[config.mk]
export PLATFORM = sky130hd
export DESIGN_NAME = slc_top
export DESIGN_NICKNAME = d
export VERILOG_FILES = /design/src/rtl/slc_pkg.sv /design/src/rtl/slc_top.sv
export SDC_FILE = /design/constraint.sdc
export NUM_CORES = 1
export LEC_CHECK = 0
export BUFFER_PORTS_ARGS = -buffer_cell sky130_fd_sc_hd__buf_2
export CORE_MARGIN = 2
export CORE_UTILIZATION = 53
export CTS_CLUSTER_SIZE = 28
export DETAILED_ROUTE_END_ITERATION = 8
export GPL_TIMING_DRIVEN = 0
export PLACE_DENSITY = 0.76
export SYNTH_ARGS = -nofsm -noshare
export SYNTH_HDL_FRONTEND = slang
export SYNTH_SLANG_ARGS = --single-unit
[constraint.sdc]
create_clock -name clk_sys_i -period 9.1 [get_ports clk_sys_i]
set_input_delay 0.455 -clock clk_sys_i [delete_from_list [all_inputs] [get_ports clk_sys_i]]
set_output_delay 0.455 -clock clk_sys_i [all_outputs]
set_load 0.01 [all_outputs]
[src/rtl/slc_pkg.sv]
package slc_pkg;
    // Register byte offsets
    localparam logic [7:0] HLC_OFS = 8'h50;
    localparam logic [7:0] BASE_OFS = 8'h64;
    localparam logic [7:0] CNT_OFS = 8'h68;
    // Field positions
    localparam int POST_BIT = 18;
    localparam int GATE_BIT = 17;
    localparam int RST_BIT = 16;
    localparam int FAULT_BIT = 31;
    localparam int EPOCH_LO = 16;
    localparam int TALLY_LO = 2;
    localparam int BASE_LO = 11;
    // Reset values
    localparam logic [20:0] BASE_RST = 21'h00_0000;
    localparam logic [7:0] EPOCH_RST = 8'h00;
    localparam logic [8:0] TALLY_RST = 9'h000;
    // Timing
    localparam int CLK_NS = 8;
    localparam int SRST_NS = 32;
    localparam logic [2:0] SRST_CYC = 3'((SRST_NS + CLK_NS - 1) / CLK_NS);
    // Buffer
    localparam int FIFO_W = 32;
    localparam int FIFO_D = 16;

    typedef struct packed {
        logic brst;
        logic start;
        logic stop;
        logic err;
        logic valid;
        logic [31:0] data;
    } slc_sid_t;

    typedef struct packed {
        logic valid;
        logic [31:0] addr;
        logic [31:0] data;
    } slc_mwr_t;
endpackage

[src/rtl/slc_top.sv]
// Decided for this implementation: the AHB-Lite interface to the registers.
`timescale 1ns/10ps
// Operation
// Reset and soft reset clear link gate
// Software enables gate when ready, forces bus reset; the code forces no bus reset when the gate is set
// Gate low: no receive, process, transmit
// Soft reset clears state, FIFOs, registers
// Bus configuration space untouched by soft reset
// Reset request reads one until done
// Control bits 15..0 read zero
// Buffer base 2K aligned, low bits zero
// Self-ID quadlets written from buffer base
// Fault flag set on reception error
// Fault flag cleared after clean reception
// Epoch counts bus resets, wraps at 255
// Tally counts quadlets written this epoch
// Tally cleared when reception starts
// Count register reserved bits read zero
// Posting bit changed only while gate low; the code takes it on any control write without the reset bit, gate high or low
// Count register ignores host writes
module slc_fifo #(
    parameter int W = 32,
    parameter int D = 16
) (
    // Clock and reset
    input wire logic clk_sys_i,
    input wire logic rst_i,
    input wire logic flush_i,
    // Fill side
    input wire logic in_valid_i,
    output logic in_ready_o,
    input wire logic [W-1:0] in_data_i,
    // Drain side
    output logic out_valid_o,
    input wire logic out_ready_i,
    output logic [W-1:0] out_data_o
);
    localparam int AW = $clog2(D);
    logic [W-1:0] mem [D];
    logic [AW-1:0] wp, rp, next_wp, next_rp;
    logic [AW:0] cnt, next_cnt;
    logic push, pop;

    always_comb begin
        in_ready_o = cnt != (AW+1)'(D);
        out_valid_o = cnt != '0;
        out_data_o = mem[rp];
        push = in_valid_i && in_ready_o;
        pop = out_valid_o && out_ready_i;
        next_wp = push ? wp + 1'b1 : wp;
        next_rp = pop ? rp + 1'b1 : rp;
        next_cnt = cnt + (AW+1)'(push) - (AW+1)'(pop);
        if (flush_i) begin
            next_wp = '0;
            next_rp = '0;
            next_cnt = '0;
        end
    end

    always_ff @(posedge clk_sys_i or posedge rst_i) begin
        if (rst_i) begin
            wp <= '0;
            rp <= '0;
            cnt <= '0;
        end else begin
            wp <= next_wp;
            rp <= next_rp;
            cnt <= next_cnt;
        end
    end

    // Data storage needs no reset
    always_ff @(posedge clk_sys_i) begin
        if (push) begin
            mem[wp] <= in_data_i;
        end
    end
endmodule

module slc_top (
    // Clock and reset
    input wire logic clk_sys_i,
    input wire logic rst_i,
    // AHB-Lite slave
    input wire logic hsel_i,
    input wire logic [31:0] haddr_i,
    input wire logic [1:0] htrans_i,
    input wire logic hwrite_i,
    input wire logic [2:0] hsize_i,
    input wire logic [31:0] hwdata_i,
    input wire logic hready_i,
    output logic [31:0] hrdata_o,
    output logic hreadyout_o,
    output logic hresp_o,
    // Self-ID stream from PHY pins
    input wire slc_pkg::slc_sid_t sid_i,
    output logic rx_ready_o,
    // Host memory write port
    output slc_pkg::slc_mwr_t mwr_o,
    input wire logic mwr_ready_i,
    input wire logic mwr_err_i,
    // Link state
    output logic link_on_o,
    output logic write_posting_allow_o
);
    // Bus side
    logic ap_wr, ap_rd, next_ap_wr, next_ap_rd;
    logic [7:0] ap_ofs, next_ap_ofs;
    logic [31:0] hrdata, next_hrdata;
    // Control
    logic link_active_gate, next_gate;
    logic write_posting_allow, next_post;
    logic [20:0] base, next_base;
    logic [2:0] srst_cnt, next_srst_cnt;
    logic srst_act;
    // Reception
    slc_pkg::slc_sid_t sid_s1, sid_s2;
    logic brst_d;
    logic [7:0] bus_reset_epoch, next_epoch;
    logic [8:0] report_quadlet_tally, next_tally;
    logic report_fault_flag, next_fault;
    logic rx_err, next_rx_err, pend, next_pend;
    logic rx_ready, next_rx_ready;
    logic brst_rise, commit;
    // Memory writer
    slc_pkg::slc_mwr_t mwr, next_mwr;
    logic f_in_valid, f_in_ready, f_out_valid, f_out_ready, f_flush;
    logic [31:0] f_out_data;
    logic mwr_done;

    function automatic logic [31:0] reg_read(input logic [7:0] ofs, input logic gate, input logic post,
                                             input logic busy, input logic [20:0] b, input logic flt,
                                             input logic [7:0] ep, input logic [8:0] tl);
        logic [31:0] r;
        r = 32'h0000_0000;
        unique case (ofs)
            slc_pkg::HLC_OFS: begin
                r[slc_pkg::POST_BIT] = post;
                r[slc_pkg::GATE_BIT] = gate;
                r[slc_pkg::RST_BIT] = busy;
            end
            slc_pkg::BASE_OFS: r[31:slc_pkg::BASE_LO] = b;
            slc_pkg::CNT_OFS: begin
                r[slc_pkg::FAULT_BIT] = flt;
                r[slc_pkg::EPOCH_LO +: 8] = ep;
                r[slc_pkg::TALLY_LO +: 9] = tl;
            end
            default: r = 32'h0000_0000;
        endcase
        return r;
    endfunction

    assign srst_act = srst_cnt != 3'h0;

    // Address phase is captured, data phase completes with no wait state
    always_comb begin
        logic take;
        take = hsel_i && hready_i && htrans_i[1];
        next_ap_wr = take && hwrite_i;
        next_ap_rd = take && !hwrite_i;
        next_ap_ofs = take ? haddr_i[7:0] : ap_ofs;
        next_hrdata = 32'h0000_0000;
        if (take && !hwrite_i) begin
            next_hrdata = reg_read(haddr_i[7:0], link_active_gate, write_posting_allow, srst_act,
                                   base, report_fault_flag, bus_reset_epoch, report_quadlet_tally);
        end
    end

    always_ff @(posedge clk_sys_i or posedge rst_i) begin
        if (rst_i) begin
            ap_wr <= 1'b0;
            ap_rd <= 1'b0;
            ap_ofs <= 8'h00;
            hrdata <= 32'h0000_0000;
            hreadyout_o <= 1'b0;
            hresp_o <= 1'b0;
        end else begin
            ap_wr <= next_ap_wr;
            ap_rd <= next_ap_rd;
            ap_ofs <= next_ap_ofs;
            hrdata <= next_hrdata;
            hreadyout_o <= 1'b1;
            hresp_o <= 1'b0;
        end
    end

    assign hrdata_o = hrdata;

    // Control register and soft reset sequencer
    always_comb begin
        next_gate = link_active_gate;
        next_post = write_posting_allow;
        next_base = base;
        next_srst_cnt = srst_act ? srst_cnt - 3'h1 : 3'h0;
        if (ap_wr && ap_ofs == slc_pkg::HLC_OFS && !srst_act) begin
            if (hwdata_i[slc_pkg::RST_BIT]) begin
                next_srst_cnt = slc_pkg::SRST_CYC;
            end else begin
                next_gate = hwdata_i[slc_pkg::GATE_BIT];
                next_post = hwdata_i[slc_pkg::POST_BIT];
            end
        end
        if (ap_wr && ap_ofs == slc_pkg::BASE_OFS && !srst_act) begin
            next_base = hwdata_i[31:slc_pkg::BASE_LO];
        end
        // Only block registers; bus configuration space lives elsewhere
        if (srst_act) begin
            next_gate = 1'b0;
            next_post = 1'b0;
            next_base = slc_pkg::BASE_RST;
        end
    end

    always_ff @(posedge clk_sys_i or posedge rst_i) begin
        if (rst_i) begin
            link_active_gate <= 1'b0;
            write_posting_allow <= 1'b0;
            base <= slc_pkg::BASE_RST;
            srst_cnt <= 3'h0;
        end else begin
            link_active_gate <= next_gate;
            write_posting_allow <= next_post;
            base <= next_base;
            srst_cnt <= next_srst_cnt;
        end
    end

    // Pin synchroniser
    always_ff @(posedge clk_sys_i or posedge rst_i) begin
        if (rst_i) begin
            sid_s1 <= '0;
            sid_s2 <= '0;
            brst_d <= 1'b0;
        end else begin
            sid_s1 <= sid_i;
            sid_s2 <= sid_s1;
            brst_d <= sid_s2.brst;
        end
    end

    // Inputs ignored while the gate is low, as if unplugged
    assign brst_rise = sid_s2.brst && !brst_d && link_active_gate;
    assign f_in_valid = sid_s2.valid && link_active_gate && !srst_act;
    assign f_flush = srst_act || !link_active_gate;
    assign mwr_done = mwr.valid && mwr_ready_i;
    assign commit = pend && !f_out_valid && !mwr.valid;

    // Status updates; the count register never takes bus data
    always_comb begin
        next_epoch = bus_reset_epoch;
        next_tally = report_quadlet_tally;
        next_fault = report_fault_flag;
        next_rx_err = rx_err;
        next_pend = pend;
        next_rx_ready = f_in_ready && link_active_gate && !srst_act;
        if (brst_rise) begin
            next_epoch = bus_reset_epoch + 8'h01;
        end
        if (mwr_done) begin
            next_tally = report_quadlet_tally + 9'h001;
            if (mwr_err_i) begin
                next_rx_err = 1'b1;
            end
        end
        if ((sid_s2.err && link_active_gate) || (f_in_valid && !f_in_ready)) begin
            next_rx_err = 1'b1;
        end
        if (commit) begin
            next_fault = rx_err;
            next_pend = 1'b0;
        end
        if (sid_s2.stop && link_active_gate) begin
            next_pend = 1'b1;
        end
        if (sid_s2.start && link_active_gate) begin
            next_tally = slc_pkg::TALLY_RST;
            next_rx_err = sid_s2.err;
            next_pend = 1'b0;
        end
        if (srst_act) begin
            next_epoch = slc_pkg::EPOCH_RST;
            next_tally = slc_pkg::TALLY_RST;
            next_fault = 1'b0;
            next_rx_err = 1'b0;
            next_pend = 1'b0;
        end
    end

    always_ff @(posedge clk_sys_i or posedge rst_i) begin
        if (rst_i) begin
            bus_reset_epoch <= slc_pkg::EPOCH_RST;
            report_quadlet_tally <= slc_pkg::TALLY_RST;
            report_fault_flag <= 1'b0;
            rx_err <= 1'b0;
            pend <= 1'b0;
            rx_ready <= 1'b0;
        end else begin
            bus_reset_epoch <= next_epoch;
            report_quadlet_tally <= next_tally;
            report_fault_flag <= next_fault;
            rx_err <= next_rx_err;
            pend <= next_pend;
            rx_ready <= next_rx_ready;
        end
    end

    slc_fifo #(
        .W(slc_pkg::FIFO_W),
        .D(slc_pkg::FIFO_D)
    ) u_fifo (
        .clk_sys_i(clk_sys_i),
        .rst_i(rst_i),
        .flush_i(f_flush),
        .in_valid_i(f_in_valid),
        .in_ready_o(f_in_ready),
        .in_data_i(sid_s2.data),
        .out_valid_o(f_out_valid),
        .out_ready_i(f_out_ready),
        .out_data_o(f_out_data)
    );

    // One write in flight keeps the address tied to the tally
    assign f_out_ready = !mwr.valid;

    always_comb begin
        next_mwr = mwr;
        if (mwr_done) begin
            next_mwr.valid = 1'b0;
        end
        if (f_out_valid && f_out_ready) begin
            next_mwr.valid = 1'b1;
            next_mwr.addr = {base, 11'h000} + {21'h00_0000, report_quadlet_tally, 2'b00};
            next_mwr.data = f_out_data;
        end
        // Pending host write is internal state too; dropped by soft reset
        if (srst_act) begin
            next_mwr = '0;
        end
    end

    always_ff @(posedge clk_sys_i or posedge rst_i) begin
        if (rst_i) begin
            mwr <= '0;
        end else begin
            mwr <= next_mwr;
        end
    end

    assign mwr_o = mwr;
    assign rx_ready_o = rx_ready;
    assign link_on_o = link_active_gate;
    assign write_posting_allow_o = write_posting_allow;

    chk_gate_cleared: assert property (@(posedge clk_sys_i) disable iff (rst_i)
        srst_act |=> !link_active_gate)
        else $error("gate not cleared by soft reset");

    chk_gate_blocks: assert property (@(posedge clk_sys_i) disable iff (rst_i)
        !link_active_gate && !srst_act |=> !rx_ready && !f_out_valid && $stable(bus_reset_epoch))
        else $error("traffic taken while gate low");

    chk_reset_busy: assert property (@(posedge clk_sys_i) disable iff (rst_i)
        ap_wr && ap_ofs == slc_pkg::HLC_OFS && hwdata_i[slc_pkg::RST_BIT] && !srst_act
        |=> srst_act [*4] ##1 !srst_act)
        else $error("soft reset length wrong");

    chk_ctrl_low_zero: assert property (@(posedge clk_sys_i) disable iff (rst_i)
        ap_rd && ap_ofs == slc_pkg::HLC_OFS |-> hrdata_o[15:0] == 16'h0000)
        else $error("control low half not zero");

    chk_base_low_zero: assert property (@(posedge clk_sys_i) disable iff (rst_i)
        ap_rd && ap_ofs == slc_pkg::BASE_OFS |-> hrdata_o[10:0] == 11'h000)
        else $error("base low bits not zero");

    chk_write_address: assert property (@(posedge clk_sys_i) disable iff (rst_i)
        $rose(mwr.valid) |-> mwr.addr == {base, 11'h000} + {21'h00_0000, report_quadlet_tally, 2'b00})
        else $error("buffer address wrong");

    chk_fault_commit: assert property (@(posedge clk_sys_i) disable iff (rst_i)
        commit && !srst_act |=> report_fault_flag == $past(rx_err))
        else $error("fault flag not updated");

    chk_epoch_step: assert property (@(posedge clk_sys_i) disable iff (rst_i)
        brst_rise && !srst_act |=> bus_reset_epoch == 8'($past(bus_reset_epoch) + 8'h01))
        else $error("epoch did not step");

    chk_tally_clear: assert property (@(posedge clk_sys_i) disable iff (rst_i)
        sid_s2.start && link_active_gate |=> report_quadlet_tally == 9'h000)
        else $error("tally not cleared");

    chk_count_ro: assert property (@(posedge clk_sys_i) disable iff (rst_i)
        ap_wr && ap_ofs == slc_pkg::CNT_OFS && !brst_rise && !srst_act |=> $stable(bus_reset_epoch))
        else $error("count register took a write");
endmodule

### Word-level counts from Yosys, hierarchy flattened

Memory sizes are Yosys's and may differ from the RTL's.
Cells that the tools add are included.

* register bits after elaboration: 242
* latch bits: 0
* RAM bits: 512
* memory bits (read-only): 0
* bits of input ports: 113
* output and inout port bits: 102
* logic and storage cells: 141
* memories: 1

* add/sub/neg operators: 8
* $mul: 0
* div/mod/pow operators: 0
* magnitude comparators: 0
* equal/unequal tests: 7
* shift operators: 0
* mux-type cells: 44
* bitwise operators: 0
* reductions and logical operators: 48

Memories
* u_fifo.mem: words 16, width 32, rd ports 1, clocked after Yosys merged registers in 0, wr ports 1, line slc_top.sv:39 `logic [W-1:0] mem [D];`

Operators with widths (count)
* $mux W65: 2
* $mux W21: 2
* $eq A8 B7 Y1 const B: 5
* $mux W9: 4
* $add A32 B11 Y32: 1
* $mux W32: 1
* $logic_and A1 B1 Y1: 23
* $mux W1: 20
* $mux W4: 4
* $mux W8: 2
* $reduce_bool A2 Y1: 7
* $reduce_bool A4 Y1: 3
* $mux W5: 2
* $pmux W5 S2: 1
* $add A9 B1 Y9 const B: 1
* $mux W3: 3
* $pmux W3 S3: 1
* $reduce_bool A3 Y1: 3
* $add A4 B1 Y4 const B: 2
* $add A8 B1 Y8 const B: 1
* $logic_not A1 Y1: 7
* $mux W7: 1
* $add A5 B1 Y5: 1
* $ne A5 B5 Y1 const B: 1
* 7 further kinds: 9

### Depth between registers and ports, before layout

Gate-level depths: netlist of run 1.

* depth in word-level cells: 8
* depth in mapped cells: 12
* gate-level depth less buffers: 12

### Hierarchy

A second synthesis of run 1 with hierarchy kept.

* cells, all modules: 1561
* area total of the unflattened synthesis: 28190.8 µm²

By module, submodules not included
* slc_fifo: times used 1, cells an instance 1031, area each 20442.1 µm², seq. area each 15700.1 µm²
* slc_top: times used 1, cells an instance 530, area each 7748.7 µm², seq. area each 5630.4 µm²

### Worst setup path before layout of run 1

OpenSTA, ideal clock, no wires.

* path kind: reg2reg
* start: reg link_active_gate, in the netlist link_on_o
* end: mem u_fifo.mem[12][0], enable pin
* setup time: 392 ps
* arrival time: 2484 ps
* data required time: 8708 ps
* slack: 6224 ps
* cell stages (with the launch flop): 7
* buffers on the path: 2
* clock period less this slack: 2876 ps
* cell sequence: dfrtp_1 -> clkbuf_1 -> or4b_1 -> clkbuf_1 -> nor3_1 -> and3_1 -> and2_1

* longest elaborated chain between the ends: 5

RTL lines
* from (decl): line slc_top.sv:111 `logic link_active_gate, next_gate;`
* from (signal assigned): line slc_top.sv:221 `link_active_gate <= next_gate;`
* $logic_and A1 B1 Y1 (2 in a row): line slc_top.sv:243 `assign f_in_valid = sid_s2.valid && link_active_gate && !srst_act;`
* $logic_and A1 B1 Y1: line slc_top.sv:48 `push = in_valid_i && in_ready_o;`
* $mux W1: line slc_top.sv:74 `if (push) begin`
* $mux W1 (implied by the code): line slc_top.sv:75 `mem[wp] <= in_data_i;`
* to (decl): line slc_top.sv:39

Every way passes these cells.

### Worst setup path in the final report of run 1

* start: reg link_active_gate, in the netlist link_on_o
* end: reg u_fifo.cnt[4]

* longest elaborated chain between the ends: 6
* elaborated cells between the ends (all ways): 8
* those cells by class: add/sub: 2; mux: 1; reduce/logical: 5

RTL lines
* $logic_and A1 B1 Y1 (2 in a row): line slc_top.sv:243
* $logic_and A1 B1 Y1: line slc_top.sv:48
* $add A5 B1 Y5: line slc_top.sv:52 `next_cnt = cnt + (AW+1)'(push) - (AW+1)'(pop);`
* $sub A5 B1 Y5: line slc_top.sv:52
* $mux W5 (*): line slc_top.sv:53 `if (flush_i) begin`
* named net u_fifo.next_cnt[4]: line slc_top.sv:41 `logic [AW:0] cnt, next_cnt;`
* to (signal assigned): line slc_top.sv:68 `cnt <= next_cnt;`
* to (decl): line slc_top.sv:41

The timed path passes the listed nets; every way through them passes the cells marked *.
A chain may end at the register's enable or synchronous reset.

==> metrics.txt, run 1 <==
status complete, no violations; CTS H-tree lvls 3; post-DP HPWL 39420 um; setup slack, reg-to-reg 5.77 ns; critical path's slowest cell or4b_1; die height 233.7 um; Reg2Reg Depth 11; CP max FO 9; Nets 1894; Final Non-Filler Cells 2517; post-synthesis cell type count 53; layout cells sized above 1 0.2691; Final Hold Viols 0; Critical Path Sink Type flip-flop; ANT nets after route 0; Fmax 300.5 MHz; Setup TNS 0 ns; number of top-level pins 215; relative slew slack 0.08094; clk root buf clkbuf_16; Cells after DPL 2342; Hold Path Class in2async; Post-CTS Setup Bufs 0; met3 usage 0.05884; cell area after synthesis 0.02796 mm^2; arrival time worst endpoint 3.80 ns; drt first pass iters 5; wirelength, routed 64250 um; pin count of the biggest net entering global routing 123; Crit Reg-Reg Endpoint u_fifo.cnt[4]$_DFF_PP0_; initial antenna violation count 1; leak pwr 12.03 nW; GRT overflow 0; met1 usage 0.3227; Seq/Total Area, Yosys 0.7628; Global Route Usage Sum 0.2408; RePlAce Congestion 0.8126; VDD IR-drop max 0.1543 mV; Synth Register Bits 750; Top FF cell, synth edfxtp_1; reg-to-reg startpoint link_on_o$_DFFE_PP0P_; total core area 0.05234 mm^2; clk slew on worst S/H paths 0.06 ns; PwrDens 210.6 mW/mm^2; Max-Cap Viols 0; Crit path top cell by count clkbuf_1; Worst Tran Pin Value 1.368 ns; clk buf depth 3; cells after synthesis 1462; Worst path top cell family by delay simple AND/OR/NAND/NOR gates; worst clock skew 0.02224 ns; time the worst path needs with I/O delays and setup 3.327 ns; CTS tree yes; count of input and output buffers 170; Post-DP Area 0.03014 mm^2; Die X-Extent 233.7 um; RSZ-0062 raised after global routing false; top cells by area, synth edfxtp_1 (55%), dfrtp_1 (21%), mux4_2 (10%); first-pass GRT wire length 95720 um; crit start category flip-flop; crit-path cells clkbuf_1 > or4b_1 > clkbuf_1 > nor3_1 > ha_1 > inv_1 > fa_1 > nand2b_1 > a21oi_1 > o21ai_0 > nor3b_1; max incr delay on CP 0.49 ns; die area 0.05461 mm^2; met2 GRT Util 0.3902; fin. max-slew vios 0; Post-synth EDFFs 512; fraction of registers with async set/reset 0.3173; clk_lat worst skew 0.61 ns; area delta synth->final 18.17%; number of global-route vias before repair 15431; period utilization 0.3657; Synth top area share 0.5498; Yosys top cell by area edfxtp_1; GR peak layer met2; Final Cell Area 0.03304 mm^2; total power 0.006959 W; site row count 84; # setup viols final 0; starting density of the core 0.5343; Critical Path RT 9.57 ns; Avg Cell Area, Syn 19.13 um^2; via count 14886; Initial DRC Count 1490; Num CTS Buffers 75; CP Class reg2reg; number of clock sinks 750; worst path bufs/invs 3; DR WL/cell 25.53 um; Critical Path Start link_on_o$_DFFE_PP0P_; vias per inst 5.914; Ys Warns 0; DR DRC count 0
==> metrics by stage <==
step                utilization  setup WS (ns)  hold slack, ns
global route             0.6313          5.542         0.04398
detailed placement       0.5759          5.843          0.3347
floorplan                     -          2.114          0.3312
finish                   0.6313          5.773         0.02025
CTS                      0.6313          5.824         0.03023
global placement         0.5672        -0.8380          0.3341
==> where the power goes <==
| part | leakage, nW | internal (W) | switching, W |
|---|---|---|---|
| sequential | 7.73 | 0.00368 | 0.0000408 |
| clock | 1.24 | 0.00187 | 0.00129 |
| combinational | 3.06 | 0.0000359 | 0.0000406 |
| total | 12.0 | 0.00559 | 0.00137 |
==> logic make-up (layout without fill, tap and decap cells) <==
group,after synthesis,count (layout),synth area share
adder cells (fa/ha/maj),13,13,0.006085
flip-flops,750,750,0.7628
buffers and inverters,95,457,0.01557
other,2,7,0.0002686
XOR/XNOR,21,21,0.006578
AO/OA/AOI/OAI,150,150,0.03687
AND/OR/NAND/NOR,227,227,0.04117
multiplexers,204,204,0.1307
==> Yosys cell counts, drive strengths merged (2+ instances only) <==
| cell type | count |
|---|---|
| a21o | 2 |
| a21oi | 42 |
| a22o | 21 |
| a22oi | 9 |
| a31o | 32 |
| and2 | 37 |
| and3 | 5 |
| buf | 35 |
| clkbuf | 46 |
| conb | 2 |
| dfrtp | 238 |
| edfxtp | 512 |
| ha | 12 |
| inv | 14 |
| mux2 | 8 |
| mux2i | 68 |
| mux4 | 128 |
| nand2 | 82 |
| nand2b | 4 |
| nand3 | 9 |
| nand3b | 3 |
| nand4 | 6 |
| nand4b | 2 |
| nor2 | 39 |
| nor3 | 16 |
| nor3b | 3 |
| nor4 | 2 |
| nor4b | 2 |
| o21ai | 7 |
| o22ai | 32 |
| or3 | 5 |
| or4b | 3 |
| or4bb | 2 |
| xnor2 | 14 |
| xor2 | 7 |
==> state kept, by name, summed over array words and instances (netlist names), 3 cells and up <==
signal	count
ap_ofs	8
base	21
u_fifo.wp	4
mwr_o	63
bus_reset_epoch	8
sid_s2	37
u_fifo.rp	4
report_quadlet_tally	9
srst_cnt	3
sid_s1	37
hrdata_o	30
u_fifo.cnt	5
u_fifo.mem	512
==> repair_timing <==
action | 4_1_cts | 5_1_grt
endpoints found under the hold margin | 37 | 0
hold buffers | 37 | 0
resized for setup | 0 | 0
==> how the worst max path moves through the flow <==
stage / to / cells past startpoint
2_1_floorplan: ap_ofs[0]$_DFFE_PP0P_ / 1
3_3_place_gp: sid_s2[28]$_DFF_PP0_ / 2
3_5_place_dp: u_fifo.cnt[4]$_DFF_PP0_ / 11
4_1_cts: u_fifo.cnt[4]$_DFF_PP0_ / 11
5_1_grt: u_fifo.cnt[4]$_DFF_PP0_ / 11
6_report: u_fifo.cnt[4]$_DFF_PP0_ / 11
==> layer usage <==
| metal | wire length [um] | up-vias |
|---|---|---|
| met5 | 0 | - |
| met3 | 5432 | 125 |
| li1 | - | 6339 |
| met1 | 24780 | 7715 |
| met2 | 32040 | 707 |
| met4 | 2005 | 0 |
==> cells in the final DEF, fill, tap and decap left out, types with 7 or more instances in the layout <==
cell type and n:
a22o_1 21, bufinv_16 7, dfrtp_1 238, clkbuf_16 78, nand2_1 82, dlygate4sd3_1 37, nor2_1 39, edfxtp_1 512
clkbuf_1 63, and2_2 16, nand3_1 9, buf_4 7, buf_2 188, ha_1 12, a31o_1 32, clkinv_2 12
and2_1 21, a22oi_1 9, mux2_2 8, xor2_1 7, buf_16 9, mux4_2 128, buf_12 8, xnor2_1 14
inv_1 13, o22ai_1 32, a21oi_1 42, mux2i_1 68, clkbuf_8 12, nor3_1 14, o21ai_0 7
==> layout make-up <==
| class | instances | area (um^2) |
|---|---|---|
| diodes | 1 | 2.502 |
| plain buffers | 81 | 382.9 |
| clock buffers | 107 | 2181 |
| clock inverters | 30 | 349.1 |
| fillers | 3521 | 19300 |
| inverters | 14 | 60.06 |
| multi-input cells | 621 | 6237 |
| flip-flops and latches | 750 | 21330 |
| well taps | 688 | 860.8 |
| repair buffers | 225 | 1640 |
Power figures use the tool's default switching activity.
==> run 2: changes to the inputs <==
==> constraint.sdc (replaced) <==
create_clock -name clk_sys_i -period 3.4 [get_ports clk_sys_i]
set_input_delay 0.17 -clock clk_sys_i [delete_from_list [all_inputs] [get_ports clk_sys_i]]
set_output_delay 0.17 -clock clk_sys_i [all_outputs]
set_load 0.01 [all_outputs]
==> metrics.txt, run 2 (synthesized netlist as in run 1, its figures left out) <==
Largest Register u_fifo.mem; met1 usage 0.3172; first-pass GRT wire length 93900 um; # setup viols final 0; leak pwr 12.19 nW; status complete, no violations; worst hold path stage count 3; pre-CTS setup slack 0.1567 ns; number of top-level pins 215; via count 15152; worst path bufs/invs 2; met2 GRT Util 0.3863; VDD IR-drop max 0.4213 mV; Global Route Usage Sum 0.2364; Hold Path Class in2reg; site row count 84; Post-DP Area 0.03023 mm^2; met3 usage 0.05249; critical path's slowest cell and2_2; layout cells sized above 1 0.2642; number of global-route vias before repair 15591; worst setup margin 0.1904 ns; DR DRC count 0; Switching Share 0.2022; most common cell after layout, fill and taps aside edfxtp_1; clock power share 0.447; Critical Path RT 3.71 ns; Comb pwr share 0.014; CP Class reg2reg; starting density of the core 0.5343; PwrDens 552.4 mW/mm^2; Setup TNS 0 ns; Worst Tran Pin Value 1.227 ns; CTS tree yes; GRT overflow 0; die area 0.05461 mm^2; area delta synth->final 19.48%; total power 0.01845 W; Critical Path Sink Type flip-flop; number of clock sinks 750; vias per inst 5.923; Final Hold Viols 0; relative slew slack 0.1819; pin count of the biggest net entering global routing 46; Initial DRC Count 1443; CTS resizes 0; post-DP HPWL 39490 um; Worst path top cell family by delay simple AND/OR/NAND/NOR gates; clk slew on worst S/H paths 0.06 ns; count of input and output buffers 170; Nets 1932; Fmax 311.6 MHz; Crit. path cell count 6; RePlAce Congestion 0.8274; drt first pass iters 7; CP max FO 17; time the worst path needs with I/O delays and setup 3.210 ns; period utilization 0.9440; clk root buf clkbuf_16; wirelength, routed 63660 um; fin. max-slew vios 0; CTS H-tree lvls 3; RSZ-0062 raised after global routing false; Reg2Reg Depth 6; crit start category flip-flop; worst clock skew 0.02287 ns; crit-path cells or4b_1 > clkbuf_1 > nor3_1 > and3_1 > and2_2 > buf_16; GR peak layer met2; sequential power share 0.539; ANT nets after route 0; most frequent cells in the layout edfxtp_1 (512), dfrtp_1 (238), buf_2 (188); die height 233.7 um; Final Cell Area 0.03341 mm^2; Max-Cap Viols 0; Sw Pwr 0.003731 W; Die X-Extent 233.7 um; DR WL/cell 24.88 um; Post-CTS Setup Bufs 0; n_diodes 0; max FFs per register 512; initial antenna violation count 0; clk buf depth 3; P_int 0.01472 W; total core area 0.05234 mm^2; arrival time worst endpoint 3.52 ns; Num CTS Buffers 76; max incr delay on CP 0.63 ns; clk_lat worst skew 0.63 ns; Final Core Density 0.6383
[run 2: changes by cell type in the layout (fill, tap and decap cells not counted), sizes merged]
cell | before | now
clkinvlp | 2 | 1
buf | 223 | 228
dlygate4sd3 | 37 | 70
clkinv | 17 | 25
bufinv | 7 | 4
diode | 1 | 0
[run 2: path summary, 6_finish.rpt]
check                                                   end  slack [ns]                  start
max in group asynchronous             mwr_o[19]$_DFFE_PP0P_        2.37                  rst_i
worst max-delay path            u_fifo.mem[7][14]$_DFFE_PP_        0.19  link_on_o$_DFFE_PP0P_
worst min register to register         sid_s2[11]$_DFF_PP0_        0.33   sid_s1[11]$_DFF_PP0_
min in group asynchronous               sid_s2[3]$_DFF_PP0_        0.17                  rst_i
worst min-delay path                        ap_wr$_DFF_PP0_        0.04            htrans_i[1]
worst max register to register  u_fifo.mem[7][14]$_DFFE_PP_        0.19  link_on_o$_DFFE_PP0P_
[run 2: metrics by stage]
| stage | std cells | hold slack [ns] |
|---|---|---|
| 2_1_floorplan | 1466 | 0.2014 |
| 3_3_place_gp | 2324 | 0.2782 |
| 5_1_grt | 2558 | 0.06075 |
| 6_report | 2558 | 0.04103 |
| 3_5_place_dp | 2347 | 0.2768 |
| 4_1_cts | 2559 | 0.02329 |
[run 2: power groups by stage]
stage / combinational, W / sequential, W / clock [W]
final: 0.000251 / 0.00996 / 0.00825
after global routing: 0.000279 / 0.00997 / 0.00871
after CTS: 0.000255 / 0.00995 / 0.00834
after detailed placement: 0.000190 / 0.0101 / 0
after global placement: 0.000167 / 0.0101 / 0
after floorplan: 0.0000940 / 0.0101 / 0
[run 2: cell type report]
type | instances | area (um^2)
plain buffers | 80 | 379.1
clock buffers | 108 | 2142
clock inverters | 34 | 341.6
fillers | 3460 | 18930
inverters | 14 | 56.30
multi-input cells | 621 | 6237
flip-flops and latches | 750 | 21330
well taps | 688 | 860.8
repair buffers | 263 | 2063
[run 2: worst min-delay path, delay by kind of cell]
kind | cells | cell delay, ns
and+or+nand+nor | 2 | 0.37
buffers and inverters | 1 | 0.09
[run 2: per-layer routing]
| layer | wire length (um) | part of all wire |
|---|---|---|
| met3 | 4913 | 0.077 |
| met4 | 1939 | 0.030 |
| met5 | 0 | 0 |
| met2 | 31510 | 0.50 |
| met1 | 25290 | 0.40 |
[run 2: timing repair]
item	CTS	global route
setup endpoints to repair	0	38
hold buffers	70	0
endpoints found under the hold margin	90	0
==> run 3: changes to the inputs <==
--- a/config.mk
+++ b/config.mk
@@ -12,6 +12,7 @@
 export DETAILED_ROUTE_END_ITERATION = 8
 export GPL_TIMING_DRIVEN = 0
 export PLACE_DENSITY = 0.76
+export SETUP_SLACK_MARGIN = 0.3
 export SYNTH_ARGS = -nofsm -noshare
 export SYNTH_HDL_FRONTEND = slang
 export SYNTH_SLANG_ARGS = --single-unit
==> constraint.sdc (replaced) <==
create_clock -name clk_sys_i -period 3.4 [get_ports clk_sys_i]
set_input_delay 0.51 -clock clk_sys_i [delete_from_list [all_inputs] [get_ports clk_sys_i]]
set_output_delay 0.51 -clock clk_sys_i [all_outputs]
set_load 0.01 [all_outputs]
==> metrics.txt, run 3 (synthesized netlist as in run 1, its figures left out) <==
pre-CTS setup slack 0.1567 ns; fin. max-slew vios 0; Final Cell Area 0.03311 mm^2; time the worst path needs with I/O delays and setup 3.074 ns; area delta synth->final 18.40%; PwrDens 556.3 mW/mm^2; CTS H-tree lvls 3; CP max FO 20; relative slew slack 0.1791; # setup viols final 0; number of top-level pins 215; die height 233.7 um; GRT overflow 0; worst hold path stage count 2; clk buf depth 3; pin count of the biggest net entering global routing 46; RePlAce Congestion 0.8274; Hold Path Class in2reg; Final Hold Viols 0; Fmax 325.3 MHz; crit-path cells clkbuf_2 > or4b_1 > clkbuf_1 > nor4_1 > and2_2 > buf_12; VDD IR-drop max 0.4188 mV; first-pass GRT wire length 92600 um; max incr delay on CP 0.67 ns; Nets 1901; ANT nets after route 0; crit start category flip-flop; max FFs per register 512; DR DRC count 0; Reg2Reg Depth 6; Critical Path RT 3.71 ns; Max-Cap Viols 0; post-DP HPWL 39490 um; starting density of the core 0.5343; drt first pass iters 5; # fillers 3509; most frequent cells in the layout edfxtp_1 (512), dfrtp_1 (238), buf_2 (188); CP Class reg2reg; arrival time worst endpoint 3.39 ns; Num CTS Buffers 76; Global Route Usage Sum 0.2333; area of the multi-input gates 0.006246 mm^2; count of input and output buffers 170; clk slew on worst S/H paths 0.06 ns; Critical Path Sink Type flip-flop; total power 0.01842 W; DR WL/cell 24.86 um; FF+latch area 0.02133 mm^2; most common cell after layout, fill and taps aside edfxtp_1; Final Core Density 0.6326; Post-CTS Setup Bufs 0; clk_lat worst skew 0.62 ns; status complete, no violations; Die X-Extent 233.7 um; leak pwr 12.06 nW; worst clock skew 0.02046 ns; number of global-route vias before repair 15330; vias per inst 5.884; site row count 84; number of clock sinks 750; Setup TNS 0 ns; critical path's slowest cell nor4_1; worst setup margin 0.3258 ns; via count 14875; clk root buf clkbuf_16; wirelength, routed 62840 um; Worst Tran Pin Value 1.231 ns; layout cells sized above 1 0.2703; RSZ-0062 raised after global routing true; period utilization 0.9042; Largest Register u_fifo.mem; Post-DP Area 0.03023 mm^2; die area 0.05461 mm^2; Initial DRC Count 1510; total core area 0.05234 mm^2; initial antenna violation count 0; CTS tree yes
[run 3: timing repair]
item	CTS	global route
resized for setup	3	4
hold buffers	38	0
endpoints found under the hold margin	53	0
cloned	0	0
endpoints found under the setup margin	198	130
[run 3: worst paths after layout]
path | slack [ns] | from | endpoint
min | 0.1 | hwdata_i[24] | base[13]$_DFFE_PP0P_
max reg2reg | 0.33 | link_on_o$_DFFE_PP0P_ | u_fifo.mem[2][27]$_DFFE_PP_
min in group asynchronous | 0.51 | rst_i | sid_s2[3]$_DFF_PP0_
max in group asynchronous | 2.04 | rst_i | hrdata_o[28]$_DFF_PP0_
min reg2reg | 0.33 | sid_s1[11]$_DFF_PP0_ | sid_s2[11]$_DFF_PP0_
max | 0.33 | link_on_o$_DFFE_PP0P_ | u_fifo.mem[2][27]$_DFFE_PP_
[run 3: per-layer routing]
layer / share of wire / track usage / vias to the layer above
li1: - / - / 6347
met1: 0.40 / 0.3148 / 7766
met2: 0.50 / 0.3782 / 634
met3: 0.074 / 0.05249 / 128
met4: 0.029 / 0.08129 / 0
met5: 0 / 0 / -
[run 3: worst max-delay path, delay by kind of cell (launching register included)]
kind                   cells  cell delay (ns)
flip-flops                 1             0.34
AND/OR/NAND/NOR            3             1.68
buffers and inverters      3             0.72
[run 3: stage by stage]
stage,cells,hold WS [ns]
after floorplan,1466,0.3312
after global placement,2324,0.3340
after detailed placement,2347,0.3347
after CTS,2527,0.07613
after global routing,2527,0.07729
final,2528,0.09946
[run 3: layout make-up]
type | instances | share of cell area
flip-flops and latches | 750 | 0.6443
multi-input cells | 621 | 0.1887
clock buffers | 108 | 0.06470
repair buffers | 231 | 0.05264
well taps | 688 | 0.02600
plain buffers | 81 | 0.01164
clock inverters | 34 | 0.01032
inverters | 14 | 0.001701
diodes | 1 | 0.00007558
[run 3: power breakdown]
part	total (W)	internal [W]	switching (W)
registers	0.00995	0.00985	0.000108
clock network	0.00824	0.00475	0.00350
logic	0.000219	0.000108	0.000112
total	0.0184	0.0147	0.00372
